[src/sew_pkg.sv]
package sew_pkg;

   // slave address layout
   localparam logic [3:0] TYPE_PAT = 4'ha;
   localparam int TYPE_MSB = 7;
   localparam int TYPE_LSB = 4;
   localparam int SEL_MSB = 3;
   localparam int SEL_LSB = 1;
   localparam int DIR_BIT = 0;
   localparam logic DIR_READ = 1'b1;

   // array and page geometry
   localparam int ADDR_W = 11;
   localparam int PAGE_BYTES = 16;
   localparam logic [4:0] DRAIN_DONE = 5'h10;
   localparam logic [3:0] ACK_SLOT = 4'h8;
   localparam int EXT_BITS_DFLT = 0;
   localparam int FIFO_DEPTH_DFLT = 8;
   localparam int FIFO_W = ADDR_W + 8;

   // timing at a 10 MHz core clock
   localparam int CLK_KHZ = 10000;
   localparam real PU_TIME_MS = 0.35;
   localparam int PU_CYCLES = int'($floor(PU_TIME_MS * CLK_KHZ));
   localparam int PU_CW = 12;
   localparam real WR_TIME_MS = 4.0;
   localparam int WR_CYCLES_DFLT = int'($floor(WR_TIME_MS * CLK_KHZ));

   // values after reset
   localparam logic SDA_RELEASED = 1'b0;
   localparam logic SDA_LOW_LEVEL = 1'b0;

   typedef enum logic [2:0] {
      S_IDLE = 3'h0,
      S_DEV = 3'h1,
      S_WORD = 3'h3,
      S_DATA = 3'h2,
      S_READ = 3'h6,
      S_IGNORE = 3'h7
   } sew_state_t;

endpackage

[src/sew_fifo.sv]
`timescale 1ns/1ps
`default_nettype none
module sew_fifo #(
   parameter int WIDTH = sew_pkg::FIFO_W,
   parameter int DEPTH = sew_pkg::FIFO_DEPTH_DFLT
) (
   input wire logic clk,
   input wire logic rst_n,
   input wire logic inValid,
   output logic inReady,
   input wire logic [WIDTH-1:0] inData,
   output logic outValid,
   input wire logic outReady,
   output logic [WIDTH-1:0] outData
);
   import sew_pkg::*;

   localparam int AW = (DEPTH > 1) ? $clog2(DEPTH) : 1;

   typedef struct packed {
      logic [DEPTH-1:0][WIDTH-1:0] mem;
      logic [AW-1:0] wrPtr;
      logic [AW-1:0] rdPtr;
      logic [AW:0] count;
   } sew_fifo_t;

   sew_fifo_t q_ff;
   sew_fifo_t nxt_q;
   logic push;
   logic pop;

   // depth need not be a power of two, so pointers wrap explicitly
   function automatic logic [AW-1:0] ptrInc(input logic [AW-1:0] p);
      return (p == AW'(DEPTH - 1)) ? '0 : p + AW'(1);
   endfunction

   assign inReady = q_ff.count != (AW + 1)'(DEPTH);
   assign outValid = q_ff.count != '0;
   assign outData = q_ff.mem[q_ff.rdPtr];
   assign push = inValid && inReady;
   assign pop = outValid && outReady;

   always_comb begin
      nxt_q = q_ff;
      if (push) begin
         nxt_q.mem[q_ff.wrPtr] = inData;
         nxt_q.wrPtr = ptrInc(q_ff.wrPtr);
      end
      if (pop) begin
         nxt_q.rdPtr = ptrInc(q_ff.rdPtr);
      end
      nxt_q.count = q_ff.count + (AW + 1)'(push) - (AW + 1)'(pop);
   end

   always_ff @(posedge clk) begin
      if (!rst_n) begin
         q_ff <= '0;
      end else begin
         q_ff <= nxt_q;
      end
   end

endmodule
`default_nettype wire

[src/sew_slave.sv]
// Function
// - supply up: come up idle, wait START
// - supply down: reset, drop any transaction
// - ignore bus until power-up delay done
// - sample on SCL rise, drive on fall, open-drain
// - undriven select and protect pins read low; the logic has no pull-down and relies on board pull-downs
// - protect pin high at word-address ack blocks data bytes
// - SDA change during SCL high is START/STOP
// - START is SDA fall, SCL high
// - STOP is SDA rise, SCL high, ends command
// - answer only device-type pattern 1010
// - address bit zero: one read, zero write
// - select bits match pins or carry address
// - acknowledge matching address in ninth clock
// - acknowledge word address and data bytes
// - read: release ninth clock, continue on ack
// - byte write commits at STOP
// - busy: line released, requests ignored
// - page write up to sixteen bytes, one cycle
// - only four low pointer bits increment
// - over sixteen bytes wraps within page
// - polling: no ack busy, ack when done
`timescale 1ns/1ps
`default_nettype none
module sew_slave #(
   parameter int EXT_BITS = sew_pkg::EXT_BITS_DFLT,
   parameter int WR_CYCLES = sew_pkg::WR_CYCLES_DFLT,
   parameter int FIFO_DEPTH = sew_pkg::FIFO_DEPTH_DFLT
) (
   input wire logic clk,
   input wire logic rst_n,
   input wire logic sclPin,
   input wire logic sdaIn,
   output logic sdaOut,
   output logic sdaOe,
   input wire logic deviceSelectPin0,
   input wire logic deviceSelectPin1,
   input wire logic deviceSelectPin2,
   input wire logic writeProtectPin,
   output logic standbyReady,
   output logic writeBusy,
   output logic memWrValid,
   input wire logic memWrReady,
   output logic [sew_pkg::ADDR_W-1:0] memWrAddr,
   output logic [7:0] memWrData
);
   import sew_pkg::*;

   localparam int TW = $clog2(WR_CYCLES + 1);

   typedef struct packed {
      logic [2:0] scl;
      logic [2:0] sda;
      logic [3:0] pinMeta;
      logic [3:0] pinSync;
      sew_state_t state;
      sew_state_t after;
      logic [3:0] bitCnt;
      logic ackPh;
      logic [7:0] shift;
      logic mAck;
      logic [ADDR_W-1:0] ptr;
      logic wpLat;
      logic [PAGE_BYTES-1:0] pend;
      logic [PAGE_BYTES-1:0][7:0] page;
      logic busy;
      logic [TW-1:0] timer;
      logic [4:0] drainIdx;
      logic [PU_CW-1:0] puCnt;
      logic pwrDone;
      logic sdaOe;
      logic sdaOut;
   } sew_slave_t;

   sew_slave_t q_ff;
   sew_slave_t nxt_q;
   logic sclRise;
   logic sclFall;
   logic startDet;
   logic stopDet;
   logic decide;
   logic finish;
   logic selOk;
   logic pushValid;
   logic fifoInReady;
   logic [FIFO_W-1:0] pushData;
   logic [FIFO_W-1:0] popData;

   // select bits below EXT_BITS are array address, the rest must match
   function automatic logic selMatch(input logic [2:0] got,
                                     input logic [2:0] pins);
      logic ok;
      ok = 1'b1;
      for (int i = 0; i < 3; i++) begin
         if (i >= EXT_BITS && got[i] != pins[i]) begin
            ok = 1'b0;
         end
      end
      return ok;
   endfunction

   function automatic logic [2:0] pageHigh(input logic [2:0] got);
      logic [2:0] h;
      h = '0;
      for (int i = 0; i < 3; i++) begin
         if (i < EXT_BITS) begin
            h[i] = got[i];
         end
      end
      return h;
   endfunction

   // edges are taken from the second and third stages only
   assign sclRise = q_ff.scl[1] && !q_ff.scl[2];
   assign sclFall = !q_ff.scl[1] && q_ff.scl[2];
   assign startDet = q_ff.scl[1] && q_ff.scl[2] &&
                     !q_ff.sda[1] && q_ff.sda[2];
   assign stopDet = q_ff.scl[1] && q_ff.scl[2] &&
                    q_ff.sda[1] && !q_ff.sda[2];
   assign decide = sclFall && q_ff.bitCnt == ACK_SLOT && !q_ff.ackPh;
   assign finish = sclFall && q_ff.ackPh;
   assign selOk = selMatch(q_ff.shift[SEL_MSB:SEL_LSB], q_ff.pinSync[2:0]);
   assign pushData = {q_ff.ptr[ADDR_W-1:4], q_ff.drainIdx[3:0],
                      q_ff.page[q_ff.drainIdx[3:0]]};

   always_comb begin
      nxt_q = q_ff;
      pushValid = 1'b0;
      nxt_q.scl = {q_ff.scl[1:0], sclPin};
      nxt_q.sda = {q_ff.sda[1:0], sdaIn};
      // pins pulled low on the board when undriven; logic sees plain 0
      nxt_q.pinMeta = {writeProtectPin, deviceSelectPin2,
                       deviceSelectPin1, deviceSelectPin0};
      nxt_q.pinSync = q_ff.pinMeta;

      if (!q_ff.pwrDone) begin
         if (q_ff.puCnt == PU_CW'(PU_CYCLES - 1)) begin
            nxt_q.pwrDone = 1'b1;
         end else begin
            nxt_q.puCnt = q_ff.puCnt + PU_CW'(1);
         end
      end

      // internal write: hold busy for the full time and until drained
      if (q_ff.busy) begin
         if (q_ff.timer != '0) begin
            nxt_q.timer = q_ff.timer - TW'(1);
         end
         if (q_ff.drainIdx != DRAIN_DONE) begin
            pushValid = q_ff.pend[q_ff.drainIdx[3:0]];
            if (!pushValid || fifoInReady) begin
               nxt_q.pend[q_ff.drainIdx[3:0]] = 1'b0;
               nxt_q.drainIdx = q_ff.drainIdx + 5'h1;
            end
         end else if (q_ff.timer == '0) begin
            nxt_q.busy = 1'b0;
         end
      end

      if (!q_ff.pwrDone) begin
         nxt_q.state = S_IDLE;
         nxt_q.sdaOe = SDA_RELEASED;
      end else if (startDet) begin
         nxt_q.state = S_DEV;
         nxt_q.bitCnt = '0;
         nxt_q.ackPh = 1'b0;
         nxt_q.sdaOe = SDA_RELEASED;
         if (!q_ff.busy) begin
            // a restart without STOP abandons the unwritten page
            nxt_q.pend = '0;
         end
      end else if (stopDet) begin
         nxt_q.state = S_IDLE;
         nxt_q.ackPh = 1'b0;
         nxt_q.sdaOe = SDA_RELEASED;
         if (q_ff.state == S_DATA && q_ff.pend != '0 && !q_ff.busy) begin
            nxt_q.busy = 1'b1;
            nxt_q.timer = TW'(WR_CYCLES - 1);
            nxt_q.drainIdx = '0;
         end
      end else if (q_ff.state != S_IDLE && q_ff.state != S_IGNORE) begin
         if (sclRise && !q_ff.ackPh && q_ff.bitCnt != ACK_SLOT) begin
            nxt_q.shift = {q_ff.shift[6:0], q_ff.sda[1]};
            nxt_q.bitCnt = q_ff.bitCnt + 4'h1;
         end
         if (sclRise && q_ff.ackPh) begin
            nxt_q.mAck = !q_ff.sda[1];
         end
         if (decide) begin
            nxt_q.ackPh = 1'b1;
            nxt_q.sdaOe = SDA_RELEASED;
            nxt_q.after = S_IGNORE;
            case (q_ff.state)
               S_DEV: begin
                  if (q_ff.shift[TYPE_MSB:TYPE_LSB] == TYPE_PAT && selOk &&
                      !q_ff.busy) begin
                     nxt_q.sdaOe = 1'b1;
                     nxt_q.ptr[ADDR_W-1:8] =
                        pageHigh(q_ff.shift[SEL_MSB:SEL_LSB]);
                     nxt_q.after = (q_ff.shift[DIR_BIT] == DIR_READ) ?
                                   S_READ : S_WORD;
                  end
               end
               S_WORD: begin
                  nxt_q.sdaOe = 1'b1;
                  nxt_q.ptr[7:0] = q_ff.shift;
                  nxt_q.after = S_DATA;
               end
               S_DATA: begin
                  if (!q_ff.wpLat) begin
                     nxt_q.sdaOe = 1'b1;
                     nxt_q.page[q_ff.ptr[3:0]] = q_ff.shift;
                     nxt_q.pend[q_ff.ptr[3:0]] = 1'b1;
                     nxt_q.ptr[3:0] = q_ff.ptr[3:0] + 4'h1;
                     nxt_q.after = S_DATA;
                  end
               end
               S_READ: begin
                  // read data path lives elsewhere; line stays released
                  nxt_q.after = S_READ;
               end
               default: begin
                  nxt_q.after = S_IGNORE;
               end
            endcase
         end
         if (finish) begin
            nxt_q.ackPh = 1'b0;
            nxt_q.sdaOe = SDA_RELEASED;
            nxt_q.bitCnt = '0;
            nxt_q.state = q_ff.after;
            if (q_ff.state == S_WORD) begin
               // protect level taken on the fall before the first data byte
               nxt_q.wpLat = q_ff.pinSync[3];
            end
            if (q_ff.state == S_READ && !q_ff.mAck) begin
               nxt_q.state = S_IGNORE;
            end
         end
      end
   end

   // a synchronous reset stands for the supply trip: all state is dropped
   always_ff @(posedge clk) begin
      if (!rst_n) begin
         q_ff <= '0;
         q_ff.scl <= 3'h7;
         q_ff.sda <= 3'h7;
         q_ff.state <= S_IDLE;
         q_ff.after <= S_IDLE;
         q_ff.drainIdx <= DRAIN_DONE;
         q_ff.sdaOut <= SDA_LOW_LEVEL;
      end else begin
         q_ff <= nxt_q;
      end
   end

   sew_fifo #(
      .WIDTH(FIFO_W),
      .DEPTH(FIFO_DEPTH)
   ) u_fifo (
      .clk(clk),
      .rst_n(rst_n),
      .inValid(pushValid),
      .inReady(fifoInReady),
      .inData(pushData),
      .outValid(memWrValid),
      .outReady(memWrReady),
      .outData(popData)
   );

   assign memWrAddr = popData[FIFO_W-1:8];
   assign memWrData = popData[7:0];
   // open drain: the driven level is always low
   assign sdaOut = q_ff.sdaOut;
   assign sdaOe = q_ff.sdaOe;
   assign standbyReady = q_ff.pwrDone;
   assign writeBusy = q_ff.busy;
endmodule
`default_nettype wire

[config.mk]
export PLATFORM = sky130hd
export DESIGN_NAME = sew_slave
export DESIGN_NICKNAME = d
export VERILOG_FILES = /design/src/sew_pkg.sv /design/src/sew_fifo.sv /design/src/sew_slave.sv
export SDC_FILE = /design/constraint.sdc
export NUM_CORES = 1
export LEC_CHECK = 0
export BUFFER_PORTS_ARGS = -buffer_cell sky130_fd_sc_hd__buf_2
export CORE_ASPECT_RATIO = 0.75
export CORE_MARGIN = 1.5
export CORE_UTILIZATION = 57
export DETAILED_ROUTE_END_ITERATION = 8
export PLACE_DENSITY_LB_ADDON = 0.2
export SETUP_SLACK_MARGIN = 0.1
export SLEW_MARGIN = 20
export SYNTH_ARGS = -nofsm -noshare
export SYNTH_HDL_FRONTEND = slang
export SYNTH_SLANG_ARGS = --single-unit
[constraint.sdc]
create_clock -name clk -period 3.4 [get_ports clk]
set_input_delay 0.34 -clock clk [delete_from_list [all_inputs] [get_ports clk]]
set_output_delay 0.34 -clock clk [all_outputs]
set_load 0.03 [all_outputs]
### Word level (Yosys, flattened, before mapping)

Index checks and enable logic that the tools add are counted.

| storage, ports and cells | value |
|---|---|
| register bits | 385 |
| bits of input ports | 9 |
| output and inout bits | 24 |
| logic and storage cells | 224 |

| cells by class | value |
|---|---|
| $add $sub $neg | 9 |
| magnitude comparators | 7 |
| eq/ne operators | 18 |
| mux-type cells | 73 |
| bitwise gates (word level) | 9 |
| reduce and logical (&&, ||, !) cells | 60 |

Operator list:

| operator | number |
|---|---|
| $mux 144 | 4 |
| $mux 174 | 1 |
| $mux 166 | 1 |
| $bwmux 152 | 1 |
| $mux 150 | 1 |
| $bwmux 128 | 1 |
| $mux 16 | 6 |
| $mux 22 | 3 |
| $bmux 19 s3 | 1 |
| $demux 19 s3 | 1 |
| $mux 19 | 2 |
| $bmux 8 s4 | 1 |
| $demux 8 s4 | 1 |
| $mux 8 | 4 |
| $reduce_bool 16->1 | 2 |
| $logic_and 1x1->1 | 24 |
| $mux 1 | 24 |
| $mux 3 | 7 |
| $mux 5 | 4 |
| $and 16x16->16 | 1 |
| $logic_not 16->1 | 1 |
| $not 16->16 | 1 |
| $or 16x16->16 | 1 |
| $sub 16x1->16 const B | 1 |
| other kinds (40) | 82 |

### Logic depth before layout (Yosys ltp)

| logic depth | value |
|---|---|
| depth in word-level cells | 17 |
| gate-level depth with buffers | 18 |

### Modules after synthesis

A second synthesis with hierarchy kept.

| unflattened totals | value |
|---|---|
| cell total of the unflattened synthesis | 1712 |
| area total of the unflattened synthesis | 17501.8 µm² |

By module, submodules not included:

| module | times used | cells an instance | area an instance (µm²) | seq. area each (µm²) |
|---|---|---|---|---|
| sew_slave | 1 | 1058 | 10296.1 | 4464.3 |
| sew_fifo | 1 | 654 | 7205.7 | 3243.1 |

### Worst setup path after synthesis

Ideal clock, no wire load.

| timing path | value |
|---|---|
| path kind | flip-flop to flip-flop |
| start | reg q_ff, in the netlist pushData[8] |
| end | reg u_fifo.q_ff[2] (netlist bit) |
| library setup time | 0.128 ns |
| arrival time | 3.533 ns |
| required time | 3.272 ns |
| path slack | -0.261 ns |
| stages on the path, launching flop included | 18 |
| path buffers | 6 |
| clock period less this slack | 3.661 ns |
| cells stage by stage | dfxtp_1 -> buf_2 -> buf_1 -> clkbuf_1 -> inv_1 -> ha_1 -> nand4bb_1 -> and3_1 -> clkbuf_1 -> buf_2 -> buf_2 -> nand4_1 -> nand2_1 -> ha_1 -> inv_1 -> fa_1 -> xor2_1 -> nor2_1 |

| between the ends | value |
|---|---|
| longest elaborated chain between the ends | 7 |
| elaborated cells between the ends (all ways) | 8 |
| classes of those cells | 2 x add/sub; 1 x eq/ne; 4 x mux; 1 x reduce/logical |

RTL lines:

| item | RTL line | text |
|---|---|---|
| start: declaration | sew_slave.sv:75 | `sew_slave_t q_ff;` |
| start signal: assignment | sew_slave.sv:254 | `q_ff <= nxt_q;` |
| $bmux 1 s4 | sew_slave.sv:150 | `pushValid = q_ff.pend[q_ff.drainIdx[3:0]];` |
| $mux 1 (implied by the code) | sew_slave.sv:150 |  |
| $mux 1 (*) | sew_slave.sv:149 | `if (q_ff.drainIdx != DRAIN_DONE) begin` |
| $mux 1 (*) | sew_slave.sv:145 | `if (q_ff.busy) begin` |
| $logic_and 1x1->1 (*) | sew_fifo.sv:40 | `assign push = inValid && inReady;` |
| via u_fifo.push | sew_fifo.sv:29 | `logic push;` |
| $add 4x1->4 (*) | sew_fifo.sv:52 | `nxt_q.count = q_ff.count + (AW + 1)'(push) - (AW + 1)'(pop);` |
| $sub 4x1->4 (*) | sew_fifo.sv:52 |  |
| end signal: assignment | sew_fifo.sv:59 | `q_ff <= nxt_q;` |
| end: declaration | sew_fifo.sv:27 | `sew_fifo_t q_ff;` |

The timed path passes the listed nets; every way through them passes the cells marked *. The select of a mux whose other input is x is not followed.
A chain may end at the register's enable or synchronous reset.

### Worst setup path after layout

| timing path | value |
|---|---|
| start | reg q_ff, in the netlist pushData[11] |
| end | reg u_fifo.q_ff[116] (netlist bit) |

| between the ends | value |
|---|---|
| longest elaborated chain between the ends | 5 |
| elaborated cells between the ends (all ways) | 7 |
| classes of those cells | 1 x eq/ne; 5 x mux; 1 x reduce/logical |

RTL lines:

| item | RTL line |
|---|---|
| $bmux 1 s4 | sew_slave.sv:150 |
| $mux 1 (implied by the code) | sew_slave.sv:150 |
| $mux 1 | sew_slave.sv:149 |
| $mux 1 | sew_slave.sv:145 |
| $logic_and 1x1->1 | sew_fifo.sv:40 |

Several ways; a longest one is shown, not always the timed one. The select of a mux whose other input is x is not followed.

==> impl_metrics.py <==
metrics = {
    "cells_and_area": {
        "drive_gt1_share_pct": 13.4,
        "multiInputGateArea_sq_um": 8680,
        "seq_area_sq_um": 7230,
        "nFillCells": 2393,
        "final_nets": 1901,
        "area_growth_pct": 9.74,
        "n_antenna_cell": 0,
    },
    "setup_path": {
        "worstSetupPathType": "reg2reg",
        "arrival_ns": 3.42,
        "cp_cell_sequence": "nand4bb_1, and3_1, buf_4, and4_1, o21ai_0, a21oi_1",
        "reg2reg_depth": 6,
        "worstReg2RegEnd": "u_fifo.q_ff[116]",
        "critPathLaunchType": "register",
        "worstPathRequired_ns": 3.84,
        "cp-end-kind": "register",
        "timing.rr.start": "pushData[11]",
        "cp.buffers_inverters": 1,
        "critPathMaxFanout": 22,
        "cp_slowest_cell": "dfxtp_1",
        "cpPeakStageDelay_ns": 0.79,
        "path_delay_family": "simple AND/OR/NAND/NOR gates",
        "r2r_slack_ns": 0.42,
    },
    "global_route": {
        "grt_pass1_wl_um": 76500,
        "grt.total_usage_pct": 32.2,
        "grt_max_degree": 132,
        "antenna_found_initial": 0,
        "overflow": 0,
        "grt_pass1_vias": 13976,
    },
    "clock_tree": {
        "cts_setup_buffers": 0,
        "postCtsHoldBufs": 0,
        "cts_buffers": 36,
        "clk_latency_ns": 0.53,
        "ctsHtreeMaxLevel": 2,
        "tritoncts": "done",
        "cts_root_buffer": "clkbuf_16",
        "cts-resized-gates": 0,
        "cts.reportedPaths.clkPinSlew_ns": 0.07,
        "cts_sinks": 361,
        "clock_path_buffers": 3,
    },
    "die": {
        "die_x_um": 200,
        "floorplan.initialDensity_pct": 58.7,
        "die_h_um": 151,
        "fp.dieArea_sq_um": 30200,
        "fp-row-count": 53,
        "core_sq_um": 28300,
        "pin_count": 33,
    },
    "detailed_routing": {
        "dr.first_iter.drc_count": 1758,
        "wl_met3_um": 5920,
        "top_layer": "met4",
        "num_vias": 14645,
        "first_pass_iters": 5,
        "wl_per_cell_um": 21.4,
        "drc": 0,
        "ant_nets": 0,
        "wl_met1_um": 20900,
        "vias_per_cell": 6.43,
        "drt_wl_total_um": 48700,
        "dr_wl_met2_um": 20700,
    },
    "logic_synthesis": {
        "ys_top_cells_by_area": "dfxtp_1 (43%), mux4_2 (8.7%), a21oi_1 (8.3%), nand2_1 (5.7%), nand3_1 (4.8%)",
        "ys_warn_count": 0,
        "synth_edf_count": 0,
        "postSynthCellCount": 1911,
        "yosysUniqueCellTypes": 65,
        "ys_ff_latch": 361,
        "async_flop_share_pct": 0,
        "synthFlopType": "dfxtp_1",
        "yosysSeqAreaShare_pct": 43.5,
        "yosysTopAreaCell": "dfxtp_1",
        "avgSynthCellArea_sq_um": 8.70,
        "synth_top_cell_area_share_pct": 43.5,
        "synth_area_sq_um": 16600,
    },
    "place": {
        "gp_congestion": 0.910,
        "hpwl_um": 31600,
        "port_buffers": 28,
    },
    "timing": {
        "rsz0062_at_grt": "no",
        "slew_violations": 0,
        "tns_ns": 0,
        "min_period_ns": 2.98,
        "finalSetupViolCount": 0,
        "tightest_slew_ns": 1.03,
        "finalClockSkew_ns": 0.0192,
        "clock.fmax_ghz": 0.336,
        "final_hold_viol_count": 0,
        "fin_crit_sh_pct": 87.6,
        "fin_hold_ws_ns": 0.0300,
        "slew_headroom_pct": 31.2,
    },
    "min_path": {
        "hp-start": "sdaIn",
        "holdPathEnd": "nxt_q[222]",
        "hold_path_depth": 2,
        "hold_class": "in2reg",
    },
    "power_and_ir_drop": {
        "p_leak_uw": 0.00628,
        "ir_worst_vdd_mv": 0.426,
        "cellPowerDensity_nw_per_um2": 495,
    },
    "run_status": {
        "status": "finished clean",
    },
    "job": {
        "drv_cap": 0,
    },
}
==> logic make-up (layout without fill, tap and decap cells) <==
group	after synthesis	in the layout	synth area share [%]
adders and majority gates	23	23	1.78
buffers and inverters	186	165	4.46
AOI/OAI and AO/OA	500	500	16.2
DFF	361	361	43.5
other	1	4	0.0226
and+or+nand+nor	687	687	20.0
xor gates and xnor gates	23	23	1.21
muxes	130	130	12.8
==> flip-flops by register name, indices dropped and copies added (netlist names) <==
signal	cells
nxt_q	8
writeBusy	1
sdaOe	1
pushData	8
q_ff	204
standbyReady	1
u_fifo.q_ff	138
==> layer usage <==
layer / GRT usage [%] / up-vias
met4: 10.9 / 0
met3: 9.72 / 100
met5: 0 / -
li1: - / 6755
met2: 47.8 / 748
met1: 44.8 / 7042
==> where the power goes <==
group          switching (uW)  total [uW]  internal [uW]
Sequential               74.7        4340           4270
Combinational             319         538            219
Clock                    1660        4140           2480
Total                    2060        9020           6970
==> worst max-delay path by stage <==
stage | start | end | slack [ns] | depth (start not counted)
6_report | pushData[11] | u_fifo.q_ff[116] | 0.42 | 6
3_5_place_dp | pushData[11] | u_fifo.q_ff[2] | 0.54 | 9
5_1_grt | pushData[11] | u_fifo.q_ff[158] | 0.28 | 6
4_1_cts | pushData[11] | u_fifo.q_ff[116] | 0.54 | 6
3_3_place_gp | pushData[10] | u_fifo.q_ff[17] | 0.65 | 5
2_1_floorplan | pushData[9] | u_fifo.q_ff[2] | 0.16 | 18
==> synth_stat cells, drive strengths merged (17+ instances only) <==
master	number
inv	25
buf	32
nor3	17
nand4	23
mux4	64
nor2	97
nand2	251
mux2	26
a22oi	17
nand3	160
ha	22
mux2i	40
o21ai	155
or3	18
clkbuf	129
dfxtp	361
a21oi	274
==> area by class of cell <==
| type | instances | area share, % |
|---|---|---|
| Clock buffer | 47 | 5.56 |
| Clock inverter | 15 | 1.10 |
| Inverter | 25 | 0.556 |
| Multi-Input combinational cell | 1367 | 47.6 |
| Sequential cell | 361 | 39.7 |
| Tap cell | 385 | 2.64 |
| Timing Repair Buffer | 78 | 2.89 |
==> metrics by stage <==
step / total power [uW] / cells / area (sq um) / setup WS, ns / util [%]
after CTS: 9050 / 2278 / 18200 / 0.538 / 64.4
after floorplan: 4820 / 1914 / 16600 / 0.156 / -
final: 9020 / 2278 / 18200 / 0.420 / 64.4
after detailed placement: 4970 / 2216 / 17000 / 0.542 / 60.1
after global routing: 9280 / 2278 / 18200 / 0.283 / 64.4
after global placement: 4950 / 2216 / 17000 / 0.645 / 60.1
==> cells in the final DEF (no fill, tap or decap), types with 5 or more instances in the layout <==
cell,n
mux2i_1,40
nor4_1,12
and2_1,15
bufinv_16,5
a22oi_1,17
or2_2,10
nand4_1,23
clkinv_2,10
nand3_1,160
o22ai_1,5
nand2_1,251
buf_2,28
o31ai_1,11
nand4b_1,7
clkbuf_16,37
o21ai_0,154
xor2_1,12
nor3_1,17
nor2_1,97
and3_1,9
mux2_2,26
ha_1,22
or3_1,16
nand2b_1,15
inv_1,24
a31oi_1,10
a21oi_1,274
xnor2_1,11
mux4_2,64
clkbuf_1,5
or4_1,10
and4_1,15
nor2b_1,10
dfxtp_1,357
buf_4,49
clkbuf_8,5
No activity file was read; power rests on OpenSTA's default activity.
